File: src/gpevs_pkg.sv
// package for the gpio event status and software-set block
// assumes a 32-bit apb slave, 16 event lines on bits 31..16
package gpevs_pkg;

    // register byte offsets
    localparam logic [12:0] OFF_ENABLE_MASK = 13'h1088;
    localparam logic [12:0] OFF_RAW_STATUS = 13'h1090;
    localparam logic [12:0] OFF_MASKED_STATUS = 13'h1098;
    localparam logic [12:0] OFF_EVENT_FORCE = 13'h10a0;
    localparam logic [12:0] OFF_EVENT_CLEAR = 13'h10a8;

    // field layout
    localparam int LINE_LO = 16;
    localparam int LINE_HI = 31;
    localparam int NUM_LINES = 16;
    localparam int ADDR_W = 13;

    // reset values
    localparam logic [15:0] RST_LINES = 16'h0000;
    localparam logic [31:0] RST_WORD = 32'h0000_0000;

    // decoded register write strobes carried together
    typedef struct packed {
        logic mask_we;
        logic force_we;
        logic clear_we;
        logic [15:0] wdata;
    } gpevs_wr_s;

    // apb access phase tracking
    typedef enum logic [1:0] {
        GPEVS_IDLE = 2'b00,
        GPEVS_SETUP = 2'b01,
        GPEVS_ACCESS = 2'b11
    } gpevs_phase_e;

endpackage

File: src/gpevs_flag.sv
// one sticky event flag with set and clear requests
// assumes set requests and clear strobes are synchronous to ref_clk
`timescale 1ns/1ps
`default_nettype none
module gpevs_flag (
    // clock and reset
    input wire logic ref_clk,
    input wire logic nrst,
    // requests
    input wire logic set_req,
    input wire logic clr_req,
    // state
    output logic flag
);
    logic flag_reg;
    logic flag_next;

    // set wins over a simultaneous clear
    always_comb begin
        flag_next = flag_reg;
        if (set_req) begin
            flag_next = 1'b1; // RL11
        end else if (clr_req) begin
            flag_next = 1'b0;
        end
    end

    always_ff @(posedge ref_clk) begin
        if (!nrst) begin
            flag_reg <= 1'b0;
        end else begin
            flag_reg <= flag_next;
        end
    end

    assign flag = flag_reg;
endmodule // gpevs_flag
`default_nettype wire

File: src/gpevs_top.sv
// gpio event status and software-set block, apb slave
// assumes hardware events arrive as one-cycle pulses on ref_clk
//
// Local design decision: register access over APB.
`timescale 1ns/1ps
`default_nettype none
// Function
// [RL1] raw flag reads one after its line event, zero otherwise
// [RL2] raw status low sixteen bits reserved, read zero
// [RL3] masked status is enable mask AND raw flags
// [RL4] masked status read-only, low half reserved, resets to zero
// [RL5] software can raise any line event through the force register
// [RL6] writing one to a force bit sets that raw flag
// [RL7] forced flag on an enabled line shows in masked status too
// [RL8] force zero bits do nothing; force is write-only, resets zero
// [RL9] enable mask bits read and write, zero masked, reset masked
// [RL10] clear one bits clear raw flags even while masked
// [RL11] simultaneous set and clear on a flag leaves it set
module gpevs_top (
    // clock and reset
    input wire logic ref_clk,
    input wire logic nrst,
    // apb slave
    input wire logic psel,
    input wire logic penable,
    input wire logic pwrite,
    input wire logic [12:0] paddr,
    input wire logic [31:0] pwdata,
    output logic [31:0] prdata,
    output logic pready,
    output logic pslverr,
    // event inputs, one-cycle pulses for io_line_16 to io_line_31
    input wire logic [15:0] line_event,
    // status toward the pending-index logic
    output logic [15:0] raw_event_status,
    output logic [15:0] masked_event_status,
    output logic [15:0] event_enable_mask,
    // level interrupt
    output logic irq
);
    gpevs_pkg::gpevs_wr_s wr;
    gpevs_pkg::gpevs_phase_e phase_reg;
    logic [15:0] mask_reg;
    logic [15:0] raw_flags;
    logic [15:0] set_req;
    logic [15:0] clr_req;
    logic [31:0] prdata_reg;
    logic [31:0] prdata_next;
    logic slverr_next;
    logic acc;
    logic hit;

    // single-cycle access phase, no wait states
    assign acc = psel && penable;
    assign pready = 1'b1;
    assign pslverr = acc ? slverr_next : 1'b0;

    // phase tracking; a write is only taken right after its setup cycle
    always_ff @(posedge ref_clk) begin
        if (!nrst) begin
            phase_reg <= gpevs_pkg::GPEVS_IDLE;
        end else begin
            case (phase_reg)
                gpevs_pkg::GPEVS_IDLE:
                    phase_reg <= psel ? gpevs_pkg::GPEVS_SETUP
                                      : gpevs_pkg::GPEVS_IDLE;
                gpevs_pkg::GPEVS_SETUP:
                    phase_reg <= gpevs_pkg::GPEVS_ACCESS;
                gpevs_pkg::GPEVS_ACCESS:
                    phase_reg <= psel ? gpevs_pkg::GPEVS_SETUP
                                      : gpevs_pkg::GPEVS_IDLE;
                default:
                    phase_reg <= gpevs_pkg::GPEVS_IDLE;
            endcase
        end
    end

    // write decode; reserved low bits are discarded
    always_comb begin
        wr.mask_we = 1'b0;
        wr.force_we = 1'b0;
        wr.clear_we = 1'b0;
        wr.wdata = pwdata[gpevs_pkg::LINE_HI:gpevs_pkg::LINE_LO];
        // a stray enable without a setup cycle before it writes nothing
        if (acc && pwrite && phase_reg == gpevs_pkg::GPEVS_SETUP) begin
            if (paddr == gpevs_pkg::OFF_ENABLE_MASK) begin
                wr.mask_we = 1'b1;
            end else if (paddr == gpevs_pkg::OFF_EVENT_FORCE) begin
                wr.force_we = 1'b1;
            end else if (paddr == gpevs_pkg::OFF_EVENT_CLEAR) begin
                wr.clear_we = 1'b1;
            end
        end
    end

    // read decode; unmapped accesses and writes to the status registers flag an error
    always_comb begin
        prdata_next = gpevs_pkg::RST_WORD;
        slverr_next = 1'b0;
        hit = 1'b1;
        if (paddr == gpevs_pkg::OFF_ENABLE_MASK) begin
            prdata_next = {mask_reg, 16'h0000}; // RL9
        end else if (paddr == gpevs_pkg::OFF_RAW_STATUS) begin
            prdata_next = {raw_flags, 16'h0000}; // RL1 RL2
        end else if (paddr == gpevs_pkg::OFF_MASKED_STATUS) begin
            prdata_next = {masked_event_status, 16'h0000}; // RL4
        end else if (paddr == gpevs_pkg::OFF_EVENT_FORCE) begin
            prdata_next = gpevs_pkg::RST_WORD; // RL8 write-only reads zero
        end else if (paddr == gpevs_pkg::OFF_EVENT_CLEAR) begin
            prdata_next = gpevs_pkg::RST_WORD;
        end else begin
            hit = 1'b0;
        end
        if (!hit) begin
            slverr_next = 1'b1;
        end else if (pwrite && (paddr == gpevs_pkg::OFF_RAW_STATUS ||
                     paddr == gpevs_pkg::OFF_MASKED_STATUS)) begin
            slverr_next = 1'b1; // status is read-only, write ignored
        end
    end

    // read data held in flops, loaded in the setup cycle
    always_ff @(posedge ref_clk) begin
        if (!nrst) begin
            prdata_reg <= gpevs_pkg::RST_WORD;
        end else if (psel && !penable && !pwrite) begin
            prdata_reg <= prdata_next;
        end
    end
    assign prdata = prdata_reg;

    // enable mask storage
    always_ff @(posedge ref_clk) begin
        if (!nrst) begin
            mask_reg <= gpevs_pkg::RST_LINES; // RL9
        end else if (wr.mask_we) begin
            mask_reg <= wr.wdata; // RL9
        end
    end

    // set from hardware or force ones; clear only from clear ones
    assign set_req = line_event | (wr.force_we ? wr.wdata : 16'h0000);
    assign clr_req = wr.clear_we ? wr.wdata : 16'h0000; // RL10

    // one sticky flag per line; zero force bits produce no request
    genvar gi;
    generate
        for (gi = 0; gi < gpevs_pkg::NUM_LINES; gi++) begin : g_line
            gpevs_flag u_flag (
                .ref_clk(ref_clk),
                .nrst(nrst),
                .set_req(set_req[gi]), // RL5 RL6 RL8
                .clr_req(clr_req[gi]),
                .flag(raw_flags[gi]) // RL1
            );
        end
    endgenerate

    // masked view is pure gating, so a forced flag shows at once
    assign masked_event_status = mask_reg & raw_flags; // RL3 RL7
    assign raw_event_status = raw_flags;
    assign event_enable_mask = mask_reg;
    assign irq = |masked_event_status;
endmodule // gpevs_top
`default_nettype wire

File: config.mk
export PLATFORM = sky130hd
export DESIGN_NAME = gpevs_top
export DESIGN_NICKNAME = d
export VERILOG_FILES = /design/src/gpevs_pkg.sv /design/src/gpevs_flag.sv /design/src/gpevs_top.sv
export SDC_FILE = /design/constraint.sdc
export NUM_CORES = 1
export LEC_CHECK = 0
export ABC_AREA = 1
export BUFFER_PORTS_ARGS = -buffer_cell sky130_fd_sc_hd__buf_2
export CAP_MARGIN = 20
export CORE_ASPECT_RATIO = 0.5
export CORE_MARGIN = 4
export CORE_UTILIZATION = 48
export DETAILED_ROUTE_END_ITERATION = 6
export PLACE_DENSITY = 0.86
export SLEW_MARGIN = 20
export SYNTH_ARGS = -nofsm -noshare
export SYNTH_HDL_FRONTEND = slang
export SYNTH_SLANG_ARGS = --single-unit
File: constraint.sdc
create_clock -name ref_clk -period 2.26 [get_ports ref_clk]
set_clock_uncertainty 0.2 [all_clocks]
set_input_delay 0.113 -clock ref_clk [delete_from_list [all_inputs] [get_ports ref_clk]]
set_output_delay 0.113 -clock ref_clk [all_outputs]
set_load 0.01 [all_outputs]
==> results of run 1 <==
==> cells in the final DEF (no fill, tap or decap), types with 2 or more instances in the layout <==
cell,count
nor2_4,4
ha_1,3
nand2_2,3
o21ai_0,16
dlygate4sd3_1,32
nor4_1,4
nand3_1,18
nor2_1,67
buf_2,115
nor2_8,2
clkbuf_16,5
a21oi_1,18
nand3_4,2
nand4_1,50
inv_1,77
nor2_2,4
conb_1,17
dfxtp_1,50
buf_4,9
nand2_1,140
==> what timing repair did <==
item | in CTS | in global routing
setup buffers | 0 | 0
hold buffers | 32 | 0
hold endpoints to repair | 32 | 0
resized for setup | 0 | 0
==> synth_stat cells, drive strengths merged <==
cell,n
nor2,77
buf,50
nor3,2
ha,3
nand3,20
clkinv,1
inv,78
o21ai,16
a21oi,18
nor3b,1
nand4,50
clkbuf,9
nor4,4
nand2,144
dfxtp,50
conb,2
==> layer usage <==
layer	global-route usage, %	part of all wire (%)
met5	0	0
met1	32.5	42
met3	6.08	11
met4	8.38	2.1
met2	37.1	45
==> final cells by class <==
type	instances	area, µm²	share of cell area, %
repair buffers	156	963	22.8
inverters	79	297	7.03
clock buffers	6	139	3.29
flip-flops and latches	50	1000	23.7
multi-input cells	352	1690	40.0
clock inverters	2	16.3	0.386
well taps	92	115	2.73
==> power by group through the flow <==
stage / Combinational, µW / Sequential (µW) / Clock (µW)
global route: 344 / 964 / 826
CTS: 307 / 957 / 782
floorplan: 188 / 969 / 0
global placement: 257 / 976 / 0
detailed placement: 262 / 977 / 0
finish: 313 / 960 / 784
==> worst max path at each step <==
| stage | slack [ns] | start | endpoint | cells after the start |
|---|---|---|---|---|
| 6_report | 0.31 | phase_reg[1] | g_line[8].u_flag.flag | 9 |
| 3_5_place_dp | 0.50 | paddr[9] | event_enable_mask[13] | 7 |
| 5_1_grt | 0.15 | phase_reg[1] | g_line[7].u_flag.flag | 9 |
| 3_3_place_gp | 0.53 | paddr[9] | event_enable_mask[13] | 7 |
| 4_1_cts | 0.40 | phase_reg[1] | g_line[4].u_flag.flag | 9 |
| 2_1_floorplan | 0.65 | phase_reg[1] | g_line[0].u_flag.flag | 8 |
==> kinds of logic after synthesis <==
family	count (synthesis)
fa+ha+maj	3
buf+inv	138
simple gates	298
compound gates	34
flops	50
other cells	2
==> worst min-delay path: cells and delay by family <==
family | cells | cell delay (ns)
buffers and inverters | 3 | 0.21
AND/OR/NAND/NOR | 1 | 0.06
AO/OA/AOI/OAI | 1 | 0.06
==> per-stage QoR <==
step	setup WS (ns)	hold WS [ns]	instances	util (%)
final	0.314	0.0146	737	62.9
after global placement	0.526	0.170	697	55.8
after detailed placement	0.504	0.174	697	55.8
after floorplan	0.645	0.0479	540	-
after global routing	0.153	0.0279	737	62.9
after CTS	0.403	0.00950	737	62.9
==> results.json, run 1 <==
{
  "status": "completed",
  "slew_headroom_pct": 63.7,
  "num_io_pins": 149,
  "cts_tree": "done",
  "place_area_mm2": 0.00374,
  "internal_power_uw": 1500,
  "setup_viol": 0,
  "synth_warnings": 0,
  "min_path_type": "primary input to flop",
  "synth.distinct_cells": 27,
  "area_delta_synth_final_pct": 27.1,
  "seq_power_share_pct": 46.7,
  "vias": 3755,
  "cp_top_family": "simple AND/OR/NAND/NOR gates",
  "cts.root.buffer_cell": "clkbuf_16",
  "setup_tns_ns": 0,
  "die_x_um": 126,
  "crit_buf_inv": 4,
  "numCtsBuffers": 5,
  "r2r-start": "phase_reg[1]",
  "yosysSeqAreaShare_pct": 30.2,
  "hold_start": "line_event[4]",
  "r2r_slack_ns": 0.31,
  "holdPathStages": 5,
  "fmax_ghz": 0.514,
  "synthAdderAreaFrac_pct": 1.13,
  "drc": 0,
  "rr_worst_depth": 9,
  "synth_seq_cells": 50,
  "drt.antenna.violating_nets": 0,
  "initial_core_util_pct": 49.5,
  "combPwrFrac_pct": 15.2,
  "wl_um": 10500,
  "whs_endpoint": "g_line[4].u_flag.flag",
  "power_leakage_uw": 0.00245,
  "tightest_slew_ns": 0.541,
  "first_pass_iters": 6,
  "grt_max_degree": 34,
  "dieArea_mm2": 0.00839,
  "grtUsageTotal_pct": 24.0,
  "synth_cells": 525,
  "yosys.area.top_type": "dfxtp_1",
  "path_cells": "inv_1, ha_1, inv_1, nor2_2, buf_4, nand4_1, nand2_1, inv_1, a21oi_1",
  "synth.area.mux_share_pct": 0,
  "grt_first_pass_wirelength_um": 16300,
  "cp.required_ns": 2.27,
  "diodes": 0,
  "critPathMaxStageDelay_ns": 0.33,
  "syn-cell-area_mm2": 0.00332,
  "drtIter0Drc": 344,
  "postLayoutCellArea_mm2": 0.00422,
  "cp.arrival_ns": 1.95,
  "crit_path_end_kind": "flop",
  "switching_power_uw": 555,
  "viasPerCell": 5.09,
  "finalCritPeriodShare_pct": 86.1,
  "grt_setup_unrepaired": "false",
  "grt_antenna_before_repair": 0,
  "synth_top_area_share_pct": 30.2,
  "cts.clk_slew.worst_paths_ns": 0.07,
  "critPathLaunchType": "flop",
  "grt_pass1_vias": 3259,
  "portBuffers": 115,
  "synthXorXnorAreaFrac_pct": 0,
  "rows": 21,
  "power.density_mw_per_mm2": 488,
  "crit_fanout": 20,
  "power_uw": 2060,
  "path_common_cell": "inv_1",
  "layout_min_cycle_time_ns": 1.95,
  "yosys.area_share.simple_pct": 42.6,
  "synth_area_leaders": "dfxtp_1 30%, nand2_1 16%, nand4_1 9.4%, inv_1 8.7%, buf_4 8.1%",
  "synth_top_family_by_area": "simple AND/OR/NAND/NOR gates",
  "final_hold_viol_count": 0,
  "ir_drop_v": 0.000368,
  "n_fill_cell": 587,
  "die_h_um": 66.8,
  "coreArea_mm2": 0.00670,
  "clkPwrFrac_pct": 38.1,
  "post-dp-hpwl_um": 7150,
  "clock-sinks": 50,
  "wl_per_cell_um": 14.2,
  "swShare_pct": 27.0,
  "fin_nets": 713,
  "h-tree-depth": 2,
  "cp_slowest_cell": "dfxtp_1",
  "place_congestion": 0.964,
  "syn_area_per_cell_um2": 6.32,
  "clk-insertion-delay-late_ns": 0.29,
  "synth_compound_area_share_pct": 5.13,
  "drv_slew": 0,
  "overflow": 0,
  "path_class": "flop to flop",
  "rr_endpoint": "g_line[8].u_flag.flag",
  "clockBufferDepth": 2,
  "layout-drive-gt1-share_pct": 23.4,
  "drv_cap": 0
}
Note: power is estimated with default switching activity, not from simulation.
==> run 2: changes to the inputs <==
--- a/config.mk
+++ b/config.mk
@@ -5,12 +5,11 @@
 export SDC_FILE = /design/constraint.sdc
 export NUM_CORES = 1
 export LEC_CHECK = 0
-export ABC_AREA = 1
 export BUFFER_PORTS_ARGS = -buffer_cell sky130_fd_sc_hd__buf_2
 export CAP_MARGIN = 20
 export CORE_ASPECT_RATIO = 0.5
 export CORE_MARGIN = 4
-export CORE_UTILIZATION = 48
+export CORE_UTILIZATION = 46
 export DETAILED_ROUTE_END_ITERATION = 6
 export PLACE_DENSITY = 0.86
 export SLEW_MARGIN = 20
==> results.json, run 2 <==
{
  "power_leakage_uw": 0.00176,
  "crit_path_end_kind": "output port",
  "seq_power_share_pct": 44.8,
  "combPwrFrac_pct": 15.5,
  "switching_power_uw": 543,
  "grt_first_pass_wirelength_um": 15500,
  "cts.root.buffer_cell": "clkbuf_16",
  "status": "completed",
  "synth.distinct_cells": 35,
  "grt_antenna_before_repair": 0,
  "initial_core_util_pct": 47.8,
  "wl_per_cell_um": 17.5,
  "power.density_mw_per_mm2": 549,
  "register_area_mm2": 0.00100,
  "critPathLaunchType": "flop",
  "ir_drop_v": 0.000286,
  "fmax_ghz": 0.465,
  "wl_um": 9910,
  "setup_viol": 0,
  "setup_tns_ns": 0,
  "vias": 3248,
  "routed.top_layer": "met4",
  "synth_cells": 355,
  "diodes": 0,
  "clockBufferDepth": 2,
  "h-tree-depth": 2,
  "fin_nets": 547,
  "drc": 0,
  "drv_cap": 0,
  "area_delta_synth_final_pct": 32.9,
  "crit_fanout": 5,
  "grt_setup_unrepaired": "false",
  "synth_seq_cells": 50,
  "num_io_pins": 149,
  "layout-drive-gt1-share_pct": 29.6,
  "clk-insertion-delay-late_ns": 0.29,
  "synth.most_common_cell": "dfxtp_1",
  "yosysSeqAreaShare_pct": 34.1,
  "place_congestion": 0.791,
  "wl_met3_um": 875,
  "final_hold_viol_count": 0,
  "finalCritPeriodShare_pct": 95.2,
  "synth_top_area_share_pct": 34.1,
  "grt_max_degree": 51,
  "syn_area_per_cell_um2": 8.26,
  "n_fill_cell": 518,
  "drv_slew": 0,
  "cp.required_ns": 1.95,
  "first_pass_iters": 6,
  "die_x_um": 121,
  "swShare_pct": 25.4,
  "portBuffers": 115,
  "cts_tree": "done",
  "rows": 20,
  "die_h_um": 64.5,
  "tightest_slew_ns": 0.826,
  "path_class": "flop to output port",
  "layout_setup_ws_ns": 0.108,
  "place_ws_ns": 0.0565,
  "async_flop_share_pct": 0,
  "synth.top_cells.by_count": "50 x dfxtp_1, 33 x a21oi_1, 33 x buf_4",
  "syn-cell-area_mm2": 0.00293,
  "viasPerCell": 5.73,
  "slew_headroom_pct": 44.9,
  "drt.antenna.violating_nets": 0,
  "layout_min_cycle_time_ns": 2.15,
  "final_common_cell": "buf_2",
  "overflow": 0,
  "synth-main-ff-cell": "dfxtp_1",
  "synth_area_leaders": "dfxtp_1 34%, buf_4 8.5%, a21oi_1 5.6%, nand3_1 5.5%, a21boi_1 5.4%",
  "numCtsBuffers": 5,
  "cts.clk_slew.worst_paths_ns": 0.07,
  "wl_met2_um": 4910,
  "clock-sinks": 50,
  "cp.arrival_ns": 1.84,
  "clkPwrFrac_pct": 39.7,
  "multi_input_area_mm2": 0.00160,
  "layout_common_cells": "115 x buf_2, 50 x dfxtp_1, 33 x a21oi_1, 33 x dlygate4sd3_1, 32 x nand3_1",
  "grt_pass1_vias": 3235,
  "grtUsageTotal_pct": 24.6,
  "synth_edf_count": 0,
  "drtIter0Drc": 332,
  "coreArea_mm2": 0.00613,
  "min_path_type": "primary input to flop",
  "yosys.area.top_type": "dfxtp_1",
  "post-dp-hpwl_um": 6270,
  "internal_power_uw": 1600,
  "synth_warnings": 0,
  "wl_met1_um": 3860,
  "dieArea_mm2": 0.00779
}
[run 2: cell count changes after synthesis, moves of 15 or more]
| cell | previous run | this run |
|---|---|---|
| and2_1 | 0 | 17 |
| inv_1 | 77 | 2 |
| nand2_1 | 140 | 1 |
| nand2b_1 | 0 | 19 |
| a21boi_1 | 0 | 21 |
| o21ai_1 | 0 | 20 |
| a311oi_1 | 0 | 16 |
| nor2_1 | 67 | 4 |
| nor2b_1 | 0 | 16 |
| a21oi_1 | 18 | 33 |
| nand4_1 | 50 | 2 |
[run 2: layout make-up]
type | count | area share (%)
multi-input combinational | 260 | 41.1
clock inverter | 3 | 1.03
sequential | 50 | 25.7
clock buffer | 5 | 3.21
tap | 88 | 2.83
inverter | 2 | 0.193
timing repair buffer | 159 | 26.0
[run 2: what timing repair did]
item | in CTS | in global routing
resized for setup | 0 | 1
hold buffers | 33 | 0
endpoints found under the hold margin | 33 | 0
setup endpoints to repair | 0 | 1
setup buffers | 0 | 0
[run 2: cells by family after synthesis]
logic type | after synthesis | share of synthesized area [%]
AOI/OAI and AO/OA | 131 | 27.3
adders and majority gates | 3 | 1.28
buffers and inverters | 60 | 13.3
DFF | 50 | 34.1
other | 2 | 0.256
and+or+nand+nor | 109 | 23.8
[run 2: per-stage QoR]
| step | instances | cell area, µm² | utilization [%] | hold slack (ns) | total power [µW] |
|---|---|---|---|---|---|
| floorplan | 370 | 2990 | - | 0.0596 | 1170 |
| global placement | 526 | 3400 | 55.4 | 0.174 | 1240 |
| detailed placement | 526 | 3400 | 55.5 | 0.183 | 1250 |
| CTS | 567 | 3900 | 63.6 | 0.191 | 2120 |
| global route | 567 | 3900 | 63.6 | 0.211 | 2200 |
| finish | 567 | 3900 | 63.6 | 0.196 | 2140 |
[run 2: worst max-delay path, stage by stage (launching register included)]
cell and delay, ns:
dfxtp_1 0.36, and2_1 0.19, or4_1 0.51, nor4_1 0.22, nand4_1 0.11, buf_2 0.16
[run 2: routing by layer]
layer / up-vias / GRT usage (%)
li1: 1476 / -
met1: 1537 / 28.5
met2: 202 / 43.8
met3: 33 / 4.62
met4: 0 / 12.6
met5: - / 0
[run 2: power groups by stage]
stage	clock (µW)	sequential [µW]	combinational [µW]
2_1_floorplan	0	972	199
3_3_place_gp	0	975	267
3_5_place_dp	0	976	276
4_1_cts	842	956	321
5_1_grt	875	964	362
6_report	850	958	331
[run 2: worst paths after layout]
path,from,endpoint,slack (ns),depth (start not counted)
setup / recovery,event_enable_mask[1],irq,0.11,5
hold reg to reg,g_line[7].u_flag.flag,prdata[23],0.31,2
hold / removal,pwrite,event_enable_mask[7],0.20,4
setup reg to reg,phase_reg[1],g_line[3].u_flag.flag,0.12,7
